**config.mk**
```make
export PLATFORM = sky130hd
export DESIGN_NAME = fws_status_poller
export DESIGN_NICKNAME = d
export VERILOG_FILES = /design/src/verilog/fws_pkg.sv /design/src/verilog/fws_status_poller.sv
export SDC_FILE = /design/constraint.sdc
export NUM_CORES = 1
export LEC_CHECK = 0
export ABC_AREA = 1
export BUFFER_PORTS_ARGS = -buffer_cell sky130_fd_sc_hd__buf_2
export CAP_MARGIN = 20
export CELL_PAD_IN_SITES_DETAIL_PLACEMENT = 0
export CELL_PAD_IN_SITES_GLOBAL_PLACEMENT = 2
export CORE_ASPECT_RATIO = 1.5
export CORE_MARGIN = 2
export CORE_UTILIZATION = 31
export DETAILED_ROUTE_END_ITERATION = 8
export GPL_TIMING_DRIVEN = 0
export HOLD_SLACK_MARGIN = 0.15
export PLACE_DENSITY_LB_ADDON = 0.1
export SLEW_MARGIN = 30
export SYNTH_ARGS = -nofsm -noshare
export SYNTH_HDL_FRONTEND = slang
export SYNTH_SLANG_ARGS = --single-unit
```
**constraint.sdc**
```tcl
create_clock -name core_clk -period 2.85 [get_ports core_clk]
set_input_delay 0.1425 -clock core_clk [delete_from_list [all_inputs] [get_ports core_clk]]
set_output_delay 0.1425 -clock core_clk [all_outputs]
set_load 0.005 [all_outputs]
```
**src/verilog/fws_pkg.sv**
```systemverilog
package fws_pkg;

  // ***************************************************************
  // bus and data bit positions
  // ***************************************************************
  localparam int ADDR_W       = 20;
  localparam int DATA_W       = 8;
  localparam int POLL_BIT     = 7;
  localparam int TOGGLE_BIT   = 6;
  localparam int TIMEOUT_BIT  = 5;
  localparam int SECTOR_BIT   = 2;

  localparam logic [7:0] RESET_CMD = 8'hF0;

  // ***************************************************************
  // timing
  // ***************************************************************
  localparam int CLK_PERIOD_NS = 50;
  localparam int RD_ACCESS_NS  = 100;   // strobe low time per read
  localparam int WR_PULSE_NS   = 100;   // strobe low time per write
  localparam int RD_CYC = (RD_ACCESS_NS + CLK_PERIOD_NS - 1) / CLK_PERIOD_NS;
  localparam int WR_CYC = (WR_PULSE_NS + CLK_PERIOD_NS - 1) / CLK_PERIOD_NS;
  localparam int CNT_W  = 4;

  // ***************************************************************
  // result codes and sequencer states
  // ***************************************************************
  typedef enum logic [1:0] {
    FWS_RES_DONE    = 2'b00,
    FWS_RES_FAIL    = 2'b01,
    FWS_RES_SUSPEND = 2'b10,
    FWS_RES_NONE    = 2'b11
  } fws_result_e;

  typedef enum logic [3:0] {
    FWS_IDLE    = 4'b0000,
    FWS_RD_LOW  = 4'b0001,
    FWS_RD_HIGH = 4'b0010,
    FWS_EVAL    = 4'b0011,
    FWS_FINAL   = 4'b0100,
    FWS_WR_LOW  = 4'b0101,
    FWS_WR_HIGH = 4'b0110,
    FWS_DONE    = 4'b0111
  } fws_state_e;

  // user-side request
  typedef struct packed {
    logic              usePoll;    // 1 polling algorithm, 0 toggle
    logic              useCe;      // strobe reads with chip enable
    logic              isErase;    // erase status expected
    logic [ADDR_W-1:0] addr;       // program address or erased sector
    logic [DATA_W-1:0] expData;    // programmed datum
  } fws_req_s;

  // flash pin outputs
  typedef struct packed {
    logic              ceN;
    logic              oeN;
    logic              weN;
    logic [ADDR_W-1:0] addr;
    logic [DATA_W-1:0] dqOut;
    logic              dqOe;
  } fws_pins_s;

endpackage : fws_pkg

```
**src/verilog/fws_status_poller.sv**
```systemverilog
`timescale 1ns/1ps
// Operation
// - host drives the programmed address while polling a program
// - host polls erase with an address inside a selected sector
// - after true data seen, host takes data from a later read
// - host rereads polling bit after seeing the timeout flag
// - reads may be strobed by output enable or chip enable
// - host starts toggle check with two back-to-back reads
// - toggling with timeout set: retest, still toggling means fail, reset
// - after pausing, host restarts toggle algorithm from double read
// - reset command F0 at any address returns to array read
module fws_status_poller
  import fws_pkg::*;
(
  input  wire logic              core_clk,
  input  wire logic              rst_b,
  input  wire logic              reqValid,
  input  wire fws_req_s          req,
  output logic                   reqReady,
  output logic                   resValid,
  output fws_result_e            result,
  output logic [DATA_W-1:0]      resData,
  output fws_pins_s              pins,
  input  wire logic [DATA_W-1:0] dqIn,
  input  wire logic              readyBusyIn
);

  // ***************************************************************
  // state
  // ***************************************************************
  fws_state_e        state_reg;
  fws_req_s          req_reg;
  logic [CNT_W-1:0]  cnt_reg;
  logic [DATA_W-1:0] prev_reg;
  logic [DATA_W-1:0] cur_reg;
  logic [1:0]        nRead_reg;   // reads taken since algorithm start
  logic              toRecheck_reg;
  logic              sendReset_reg;

  wire logic togDiff = cur_reg[TOGGLE_BIT] ^ prev_reg[TOGGLE_BIT];
  wire logic pollTrue = req_reg.isErase ? cur_reg[POLL_BIT]
                      : (cur_reg[POLL_BIT] == req_reg.expData[POLL_BIT]);

  // ***************************************************************
  // sequencer
  // ***************************************************************
  // one always_ff for the algorithm control
  always_ff @(posedge core_clk) begin
    if (!rst_b) begin
      state_reg     <= FWS_IDLE;
      req_reg       <= '0;
      cnt_reg       <= '0;
      prev_reg      <= '0;
      cur_reg       <= '0;
      nRead_reg     <= '0;
      toRecheck_reg <= 1'b0;
      sendReset_reg <= 1'b0;
      resValid      <= 1'b0;
      result        <= FWS_RES_NONE;
      resData       <= '0;
      reqReady      <= 1'b0;
    end else begin
      resValid <= 1'b0;
      case (state_reg)
        FWS_IDLE: begin
          reqReady <= 1'b1;
          if (reqValid && reqReady) begin
            req_reg       <= req;
            reqReady      <= 1'b0;
            nRead_reg     <= '0;
            toRecheck_reg <= 1'b0;
            sendReset_reg <= 1'b0;
            cnt_reg       <= '0;
            state_reg     <= FWS_RD_LOW;
          end
        end
        FWS_RD_LOW: begin
          if (cnt_reg == CNT_W'(RD_CYC - 1)) begin
            cur_reg   <= dqIn;
            prev_reg  <= cur_reg;
            cnt_reg   <= '0;
            state_reg <= FWS_RD_HIGH;
          end else begin
            cnt_reg <= cnt_reg + 1'b1;
          end
        end
        FWS_RD_HIGH: begin
          // strobe high one cycle closes the read cycle
          if (nRead_reg != 2'd3) begin
            nRead_reg <= nRead_reg + 1'b1;
          end
          state_reg <= FWS_EVAL;
        end
        FWS_EVAL: begin
          if (req_reg.usePoll) begin
            if (pollTrue) begin
              state_reg <= FWS_FINAL;
            end else if (toRecheck_reg) begin
              sendReset_reg <= 1'b1;
              state_reg     <= FWS_WR_LOW;
            end else begin
              toRecheck_reg <= cur_reg[TIMEOUT_BIT];
              state_reg     <= FWS_RD_LOW;
            end
          end else if (nRead_reg < 2'd2) begin
            state_reg <= FWS_RD_LOW;
          end else if (!togDiff) begin
            // toggling stopped: a suspended erase still has busy released
            if (req_reg.isErase && readyBusyIn && cur_reg[POLL_BIT] &&
                (cur_reg[SECTOR_BIT] ^ prev_reg[SECTOR_BIT])) begin
              result    <= FWS_RES_SUSPEND;
              resValid  <= 1'b1;
              state_reg <= FWS_DONE;
            end else begin
              state_reg <= FWS_FINAL;
            end
          end else if (toRecheck_reg) begin
            sendReset_reg <= 1'b1;
            state_reg     <= FWS_WR_LOW;
          end else begin
            toRecheck_reg <= cur_reg[TIMEOUT_BIT];
            state_reg     <= FWS_RD_LOW;
          end
        end
        FWS_FINAL: begin
          // one more read yields valid array data
          if (cnt_reg == CNT_W'(RD_CYC - 1)) begin
            resData   <= dqIn;
            result    <= FWS_RES_DONE;
            resValid  <= 1'b1;
            cnt_reg   <= '0;
            state_reg <= FWS_DONE;
          end else begin
            cnt_reg <= cnt_reg + 1'b1;
          end
        end
        FWS_WR_LOW: begin
          if (cnt_reg == CNT_W'(WR_CYC - 1)) begin
            cnt_reg   <= '0;
            state_reg <= FWS_WR_HIGH;
          end else begin
            cnt_reg <= cnt_reg + 1'b1;
          end
        end
        FWS_WR_HIGH: begin
          result    <= FWS_RES_FAIL;
          resData   <= cur_reg;
          resValid  <= 1'b1;
          state_reg <= FWS_DONE;
        end
        FWS_DONE: begin
          state_reg <= FWS_IDLE;
        end
        default: begin
          state_reg <= FWS_IDLE;
        end
      endcase
    end
  end

  // ***************************************************************
  // flash pins, registered
  // ***************************************************************
  wire logic rdLow = (state_reg == FWS_RD_LOW) || (state_reg == FWS_FINAL);
  wire logic wrLow = (state_reg == FWS_WR_LOW);

  // strobe pins from the current sequencer state, one cycle behind it
  always_ff @(posedge core_clk) begin
    if (!rst_b) begin
      pins <= '{ceN: 1'b1, oeN: 1'b1, weN: 1'b1, addr: '0,
                dqOut: '0, dqOe: 1'b0};
    end else begin
      // chip enable strobes reads and the write when selected, else low outside idle
      pins.ceN   <= req_reg.useCe ? !rdLow && !wrLow
                                  : (state_reg == FWS_IDLE);
      pins.oeN   <= req_reg.useCe ? !(rdLow || state_reg == FWS_RD_HIGH)
                                  : !rdLow;
      pins.weN   <= !wrLow;
      pins.addr  <= req_reg.addr;
      pins.dqOut <= RESET_CMD;
      // data stays driven one cycle past the write strobe rising edge
      pins.dqOe  <= wrLow || (state_reg == FWS_WR_HIGH);
    end
  end

endmodule : fws_status_poller

```
==> flow_summary.yaml, run 1 <==
sta:
  maxSlewHeadroom_pct: 62.6
  setup_ws_ps: 1240
  report.final.setup_viol: 0
  clock_skew_ps: 4.65
  timing.fmax_mhz: 621
  final_period_minus_worst_setup_slack_ps: 1610
  finalSetupTns_ps: 0
  rsz_0062_raised_after_global_routing: "no"
  period_utilization_pct: 56.5
  slew_violations: 0
  finalHoldViolCount: 0
  tightestPinTransition_ps: 562
yosys:
  netlist_area_mm2: 0.00314
  post_synth_fa_ha_maj_area_fraction_pct: 1.20
  synth_simple_gate_area_share_pct: 23.7
  syn_inst: 413
  synthesized_area_fraction_occupied_by_xor_and_xnor_cells_pct: 0.558
  post_synthesis_cell_type_with_the_largest_combined_area: "sky130_fd_sc_hd__dfxtp_1"
  yosysWarningCount: 0
  synth.ff_latch_count: 81
  post_synth_top_area_share_pct: 51.6
  ys_dominant_reg_cell: "sky130_fd_sc_hd__dfxtp_1"
  synth.top_cells.by_count: "sky130_fd_sc_hd__nand2_1 (107), sky130_fd_sc_hd__dfxtp_1 (81), sky130_fd_sc_hd__nor2_1 (47)"
  post_synth.cell_area_avg_um2: 7.60
  synth.area.mux_share_pct: 0
  synth-seq-area-share_pct: 51.6
  combinational_family_with_the_most_area_after_synthesis: "simple AND/OR/NAND/NOR gates"
  synth_async_sr_flop_share_pct: 0
  synth_enable_flop_cells: 0
  netlist-cell-type-count: 28
  synth_most_common_cell: "sky130_fd_sc_hd__nand2_1"
  synth.area.top_cells: "sky130_fd_sc_hd__dfxtp_1 (52%), sky130_fd_sc_hd__nand2_1 (13%), sky130_fd_sc_hd__a21oi_1 (5.7%), sky130_fd_sc_hd__nor2_1 (5.6%), sky130_fd_sc_hd__o21ai_0 (5.1%)"
  complex_gate_fraction_of_the_synthesized_area_pct: 12.5
clock_tree:
  cts_max_level: 3
  post_cts_buffers: 0
  number_of_buffers_created_by_cts: 9
  ctsHoldBuffers: 33
  clock_sinks: 81
  clk_pin_slew_ps: 60
  clockBufferDepth: 2
  worst_skew_pair_latency_ps: 340
  cts-resized-gates: 0
  tritoncts: "built"
  cts-root-buf: "sky130_fd_sc_hd__clkbuf_16"
critical_path:
  timing.critical_path.max_delay_family: "flip-flops"
  rr_endpoint: "result[0]"
  critPathMaxStageDelay_ps: 440
  reg2reg_slack_ps: 1240
  timing.critical_path.buf_inv: 4
  worst-setup-path-type: "reg -> reg"
  critical_path_cell_with_the_highest_stage_delay: "sky130_fd_sc_hd__dfxtp_1"
  required_time_at_the_worst_slack_endpoint_ps: 3050
  critPathMaxFanout: 10
  worstPathArrival_ps: 1810
  library_cell_appearing_most_often_on_the_critical_path: "sky130_fd_sc_hd__inv_2"
  ff2ff_path_depth: 8
  rr_startpoint: "state_reg[2]"
  path_cells: "inv_2 -> nor2_4 -> inv_2 -> a21oi_4 -> inv_2 -> buf_6 -> nand3_1 -> nand3_1"
  critical_path.endpoint_type: "flip-flop"
  start_kind: "flip-flop"
drt:
  detail_route.first_pass.iterations: 4
  via_count: 2878
  routed_wire_length_um: 8120
  detail_route.iter0.violations: 142
  drt_drc_violations_left: 0
  post_drt_via_cell_ratio: 4.38
  ant_nets: 0
  wl_per_cell_um: 12.4
grt:
  grt_antenna_before_repair: 0
  global_route_wire_length_before_repair_um: 13600
  grt_start_max_net_pins: 14
  grt.overflow.total: 0
  first_global_vias: 2791
  grt_usage_pct: 16.0
min_path:
  hold_path_end: "cnt_reg[0]"
  hp-start: "reqValid"
  worstHoldPathCells: 6
  timing.hold.worst.class: "in -> reg"
power:
  standby_leakage_power_nw: 2.10
  vdd.ir_drop.worst_v: 0.000314
  pwr_density_cell_mw_per_mm2: 741
placed_design:
  gpl.final_weighted_congestion: 0.792
  hpwl_um: 5800
  placement.setup.worst_slack_ps: 1210
  numPortBuffers: 75
  placement.cell_area_mm2: 0.00367
floorplan:
  die_height_um: 127
  fp.dieArea_mm2: 0.0110
  fp.dieW_um: 86.2
  placement_rows: 45
  pin_count: 87
  coreArea_mm2: 0.0100
  floorplan.initialDensity_pct: 31.3
final_layout:
  largest_register_ffs: 25
  layout.nets: 581
  drive_gt1_share_pct: 22.2
  n_antenna_cell: 0
  areaGrowthSynthToFinish_pct: 37.3
  post_route_design_area_mm2: 0.00431
status:
  outcome: "completed"
job:
  timing.max_cap.violations: 0
per-layer routing:
| layer | global-route usage, % | share of wire (%) | vias to the layer above |
|---|---|---|---|
| met5 | 0 | 0 | - |
| met1 | 18.9 | 44 | 1279 |
| met3 | 3.17 | 3.7 | 11 |
| met4 | 6.71 | 2.1 | 0 |
| met2 | 27.8 | 50 | 58 |
| li1 | - | - | 1530 |
worst reg2reg max path, delay by kind of cell, from the launching register on:
family                 cells  cell delay, ps
buffers and inverters      4             430
AO/OA/AOI/OAI              1             260
AND/OR/NAND/NOR            3             360
flip-flops                 1             440
worst max-delay path by stage:
stage / startpoint / cells after the start / end / slack, ps
6_report: state_reg[2] / 8 / result[0] / 1240
5_1_grt: state_reg[2] / 8 / result[0] / 1080
4_1_cts: cnt_reg[0] / 7 / result[0] / 1200
3_5_place_dp: cnt_reg[0] / 7 / result[0] / 1210
3_3_place_gp: cnt_reg[0] / 7 / result[0] / 1220
2_1_floorplan: cnt_reg[0] / 7 / result[0] / 1480
placed cells by master (no fill, tap or decap), drive strengths merged:
cell type	count
nand2	108
buf	91
dfxtp	81
nor2	51
inv	45
a21oi	38
dlygate4sd3	33
o21ai	33
nand3	21
clkbuf	19
conb	4
ha	3
clkinv	3
a31oi	2
nand3b	1
nand4	1
xor2	1
xnor2	1
or2	1
a211oi	1
bufinv	1
clkinvlp	1
where the power goes:
group,leakage [nW],switching (mW),internal (mW),total [mW]
sequential,0.657,0.0839,1.27,1.35
clock,0.149,0.465,0.727,1.19
combinational,1.30,0.406,0.249,0.655
cell type report:
type	count	area, um2
fill	1048	5710
sequential	81	1620
multi-input combinational	266	1210
timing repair buffer	108	706
clock buffer	12	256
inverter	46	173
buffer	23	149
tap	117	146
clock inverter	4	51.3
stage by stage:
stage | utilization (%) | hold slack (ps) | total power, mW | instances
2_1_floorplan | - | 170 | 1.80 | 416
3_3_place_gp | 36.7 | 339 | 2.00 | 608
3_5_place_dp | 36.7 | 341 | 2.01 | 608
4_1_cts | 43.0 | 311 | 3.24 | 657
5_1_grt | 43.0 | 390 | 3.39 | 657
6_report | 43.0 | 306 | 3.20 | 657
cells by family (layout without fill, tap and decap cells):
kind of cell / count (synthesis) / count (layout)
xor+xnor: 2 / 2
simple gates: 183 / 183
buf+inv: 69 / 193
fa+ha+maj: 3 / 3
compound gates: 74 / 74
flops: 81 / 81
other cells: 1 / 4
Power figures use the tool's default switching activity.
==> inputs of run 2 (changes only) <==
--- a/config.mk
+++ b/config.mk
@@ -5,14 +5,14 @@
 export SDC_FILE = /design/constraint.sdc
 export NUM_CORES = 1
 export LEC_CHECK = 0
-export ABC_AREA = 1
+export ABC_AREA = 0
 export BUFFER_PORTS_ARGS = -buffer_cell sky130_fd_sc_hd__buf_2
 export CAP_MARGIN = 20
 export CELL_PAD_IN_SITES_DETAIL_PLACEMENT = 0
 export CELL_PAD_IN_SITES_GLOBAL_PLACEMENT = 2
 export CORE_ASPECT_RATIO = 1.5
 export CORE_MARGIN = 2
-export CORE_UTILIZATION = 31
+export CORE_UTILIZATION = 30
 export DETAILED_ROUTE_END_ITERATION = 8
 export GPL_TIMING_DRIVEN = 0
 export HOLD_SLACK_MARGIN = 0.15
==> constraint.sdc (replaced) <==
create_clock -name core_clk -period 1.6 [get_ports core_clk]
set_input_delay 0.08 -clock core_clk [delete_from_list [all_inputs] [get_ports core_clk]]
set_output_delay 0.08 -clock core_clk [all_outputs]
set_load 0.005 [all_outputs]
==> run 2 against run 1 <==
- the run now ends with setup timing left
- hold slack worse by 81 ps
- sequential share of layout area is 1.1 points lower
- combinational power is 10% lower
- flip-flop and latch count stayed put
- count of clock-buffer cells in the layout stayed put
- critical path depth is 1 lower
- register-to-register slack worse by 1200 ps
- synthesized cell count is 19% lower
==> flow_summary.yaml, run 2 <==
grt:
  grt_start_max_net_pins: 14
  global_route_wire_length_before_repair_um: 12500
  grt.overflow.total: 0
  first_global_vias: 2533
  grt_antenna_before_repair: 0
  grt_usage_pct: 14.6
power:
  vdd.ir_drop.worst_v: 0.000528
  clock_power_share_pct: 41.5
  pwr_density_cell_mw_per_mm2: 1060
  report.power.total_mw: 4.71
  netSwitchingPower_mw: 1.16
  power_switching_share_pct: 24.7
  seq_power_share_pct: 46.1
  standby_leakage_power_nw: 1.98
  intPower_mw: 3.55
  power.share.combinational_pct: 12.5
sta:
  timing.fmax_mhz: 624
  period_utilization_pct: 100
  clock_skew_ps: 3.98
  slew_violations: 0
  setup_ws_ps: -1.43
  report.final.setup_viol: 3
  finalHoldViolCount: 0
  rsz_0062_raised_after_global_routing: "yes"
  finalSetupTns_ps: -2.50
  maxSlewHeadroom_pct: 54.5
  final_period_minus_worst_setup_slack_ps: 1600
  hold_slack_final_ps: 226
  tightestPinTransition_ps: 683
final_layout:
  post_route_design_area_mm2: 0.00446
  layout.cells.most_common: "sky130_fd_sc_hd__dfxtp_1"
  layout.cells.most_common_list: "sky130_fd_sc_hd__dfxtp_1 (79), sky130_fd_sc_hd__buf_2 (78), sky130_fd_sc_hd__nand2_1 (55), sky130_fd_sc_hd__dlygate4sd3_1 (33), sky130_fd_sc_hd__a21oi_1 (30)"
  layout.nets: 513
  largest_register_ffs: 25
  n_antenna_cell: 0
  drive_gt1_share_pct: 30.7
  areaGrowthSynthToFinish_pct: 43.1
yosys:
  netlist-cell-type-count: 43
  synth_async_sr_flop_share_pct: 0
  synth_simple_gate_area_share_pct: 20.4
  ys_dominant_reg_cell: "sky130_fd_sc_hd__dfxtp_1"
  yosysWarningCount: 0
  synth.ff_latch_count: 81
  synth.top_cells.by_count: "sky130_fd_sc_hd__dfxtp_1 (81), sky130_fd_sc_hd__nand2_1 (56), sky130_fd_sc_hd__a21oi_1 (30)"
  synth-seq-area-share_pct: 52.0
  synthesized_area_fraction_occupied_by_xor_and_xnor_cells_pct: 1.69
  post_synthesis_cell_type_with_the_largest_combined_area: "sky130_fd_sc_hd__dfxtp_1"
  synth.area.mux_share_pct: 6.14
  synth_enable_flop_cells: 0
  synth.area.top_cells: "sky130_fd_sc_hd__dfxtp_1 (52%), sky130_fd_sc_hd__nand2_1 (6.7%), sky130_fd_sc_hd__mux2i_1 (5.8%), sky130_fd_sc_hd__a21oi_1 (4.8%), sky130_fd_sc_hd__and2_1 (4.2%)"
  post_synth_fa_ha_maj_area_fraction_pct: 1.20
  synth_most_common_cell: "sky130_fd_sc_hd__dfxtp_1"
  post_synth_top_area_share_pct: 52.0
  syn_inst: 336
  netlist_area_mm2: 0.00312
  post_synth.cell_area_avg_um2: 9.27
  combinational_family_with_the_most_area_after_synthesis: "simple AND/OR/NAND/NOR gates"
  complex_gate_fraction_of_the_synthesized_area_pct: 12.5
critical_path:
  reg2reg_slack_ps: -1
  worstPathArrival_ps: 1860
  setup.worst_path.start: "cnt_reg[1]"
  rr_endpoint: "resData[4]"
  required_time_at_the_worst_slack_endpoint_ps: 1860
  worst-setup-path-type: "reg -> reg"
  ff2ff_path_depth: 7
  start_kind: "flip-flop"
  critical_path.endpoint_type: "flip-flop"
  critPathMaxFanout: 6
  rr_startpoint: "cnt_reg[1]"
drt:
  wl_per_cell_um: 13.2
  routed_wire_length_um: 7750
  via_count: 2678
  drt_drc_violations_left: 0
  detail_route.iter0.violations: 45
  post_drt_via_cell_ratio: 4.55
  detail_route.first_pass.iterations: 4
  ant_nets: 0
clock_tree:
  number_of_buffers_created_by_cts: 9
  tritoncts: "built"
  clock_sinks: 81
  cts-root-buf: "sky130_fd_sc_hd__clkbuf_16"
  worst_skew_pair_latency_ps: 340
  clk_pin_slew_ps: 60
  clockBufferDepth: 2
  cts_max_level: 3
placed_design:
  numPortBuffers: 75
  placement.cell_area_mm2: 0.00365
  placement.setup.worst_slack_ps: -218
  hpwl_um: 5340
  gpl.final_weighted_congestion: 0.734
floorplan:
  placement_rows: 45
  floorplan.initialDensity_pct: 30.7
  pin_count: 87
  fp.dieW_um: 87.2
  die_height_um: 129
  coreArea_mm2: 0.0101
  fp.dieArea_mm2: 0.0112
status:
  outcome: "finished, violations left"
  violated_checks: "setup timing"
min_path:
  timing.hold.worst.class: "in -> reg"
  worstHoldPathCells: 5
  hold_path_end: "state_reg[1]"
  hp-start: "readyBusyIn"
job:
  timing.max_cap.violations: 0
-- run 2: cell types whose count changed in the layout (fill, tap and decap cells not counted), sizes merged, moves of 13 or more --
| cell | delta |
|---|---|
| mux2i | +18 |
| and2 | +21 |
| o21ai | -23 |
| nand2 | -52 |
| nor2 | -23 |
| inv | -42 |
| nand3 | -13 |
-- run 2: cell type report --
| cell class | instances | area [um2] |
|---|---|---|
| Fill cell | 1047 | 5680 |
| Sequential cell | 81 | 1630 |
| Multi-Input combinational cell | 226 | 1400 |
| Timing Repair Buffer | 118 | 805 |
| Clock buffer | 12 | 256 |
| Buffer | 27 | 180 |
| Tap cell | 117 | 146 |
| Clock inverter | 4 | 27.5 |
| Inverter | 4 | 18.8 |
-- run 2: what timing repair did --
action,4_1_cts,5_1_grt
hold endpoints to repair,41,0
buffers inserted,6,3
resized for setup,13,21
setup endpoints to repair,24,47
hold buffers,33,0
cloned,1,0
pin swaps,10,6
-- run 2: cell families (layout without fill, tap and decap cells) --
family,after synthesis,in the layout
AOI/OAI and AO/OA,62,62
xor gates and xnor gates,6,6
adders and majority gates,3,3
buffers and inverters,32,165
DFF,81,81
muxes,19,19
other,1,4
and+or+nand+nor,132,132
-- run 2: critical path: stages, from the launching register on --
cell and delay (ps):
sky130_fd_sc_hd__dfxtp_2 320, sky130_fd_sc_hd__inv_2 60, sky130_fd_sc_hd__ha_4 110, sky130_fd_sc_hd__or3b_4 400, sky130_fd_sc_hd__a21oi_4 280, sky130_fd_sc_hd__buf_6 160, sky130_fd_sc_hd__nor2_2 40, sky130_fd_sc_hd__a211oi_2 170
-- run 2: power groups by stage --
stage                     combinational [mW]  sequential (mW)  clock, mW
after floorplan                        0.304             2.20          0
after detailed placement               0.469             2.21          0
after global placement                 0.469             2.21          0
final                                  0.588             2.17       1.95
after CTS                              0.570             2.17       2.02
after global routing                   0.660             2.18       2.10
-- run 2: worst max path at each step --
stage | end | cells past startpoint
floorplan | resData[5] | 6
global placement | resData[5] | 6
detailed placement | resData[5] | 6
CTS | resValid | 6
global route | resData[4] | 7
finish | resData[4] | 7
-- run 2: routing by layer --
layer  GRT usage [%]  wire length [um]
met4            7.06               159
met2            25.7              3980
met5               0                 0
met3            3.21               333
met1            16.5              3280
-- run 2: stage by stage --
step,utilization [%],cells
5_1_grt,44.0,589
6_report,44.0,589
3_5_place_dp,36.0,531
4_1_cts,43.0,587
2_1_floorplan,-,339
3_3_place_gp,36.0,531
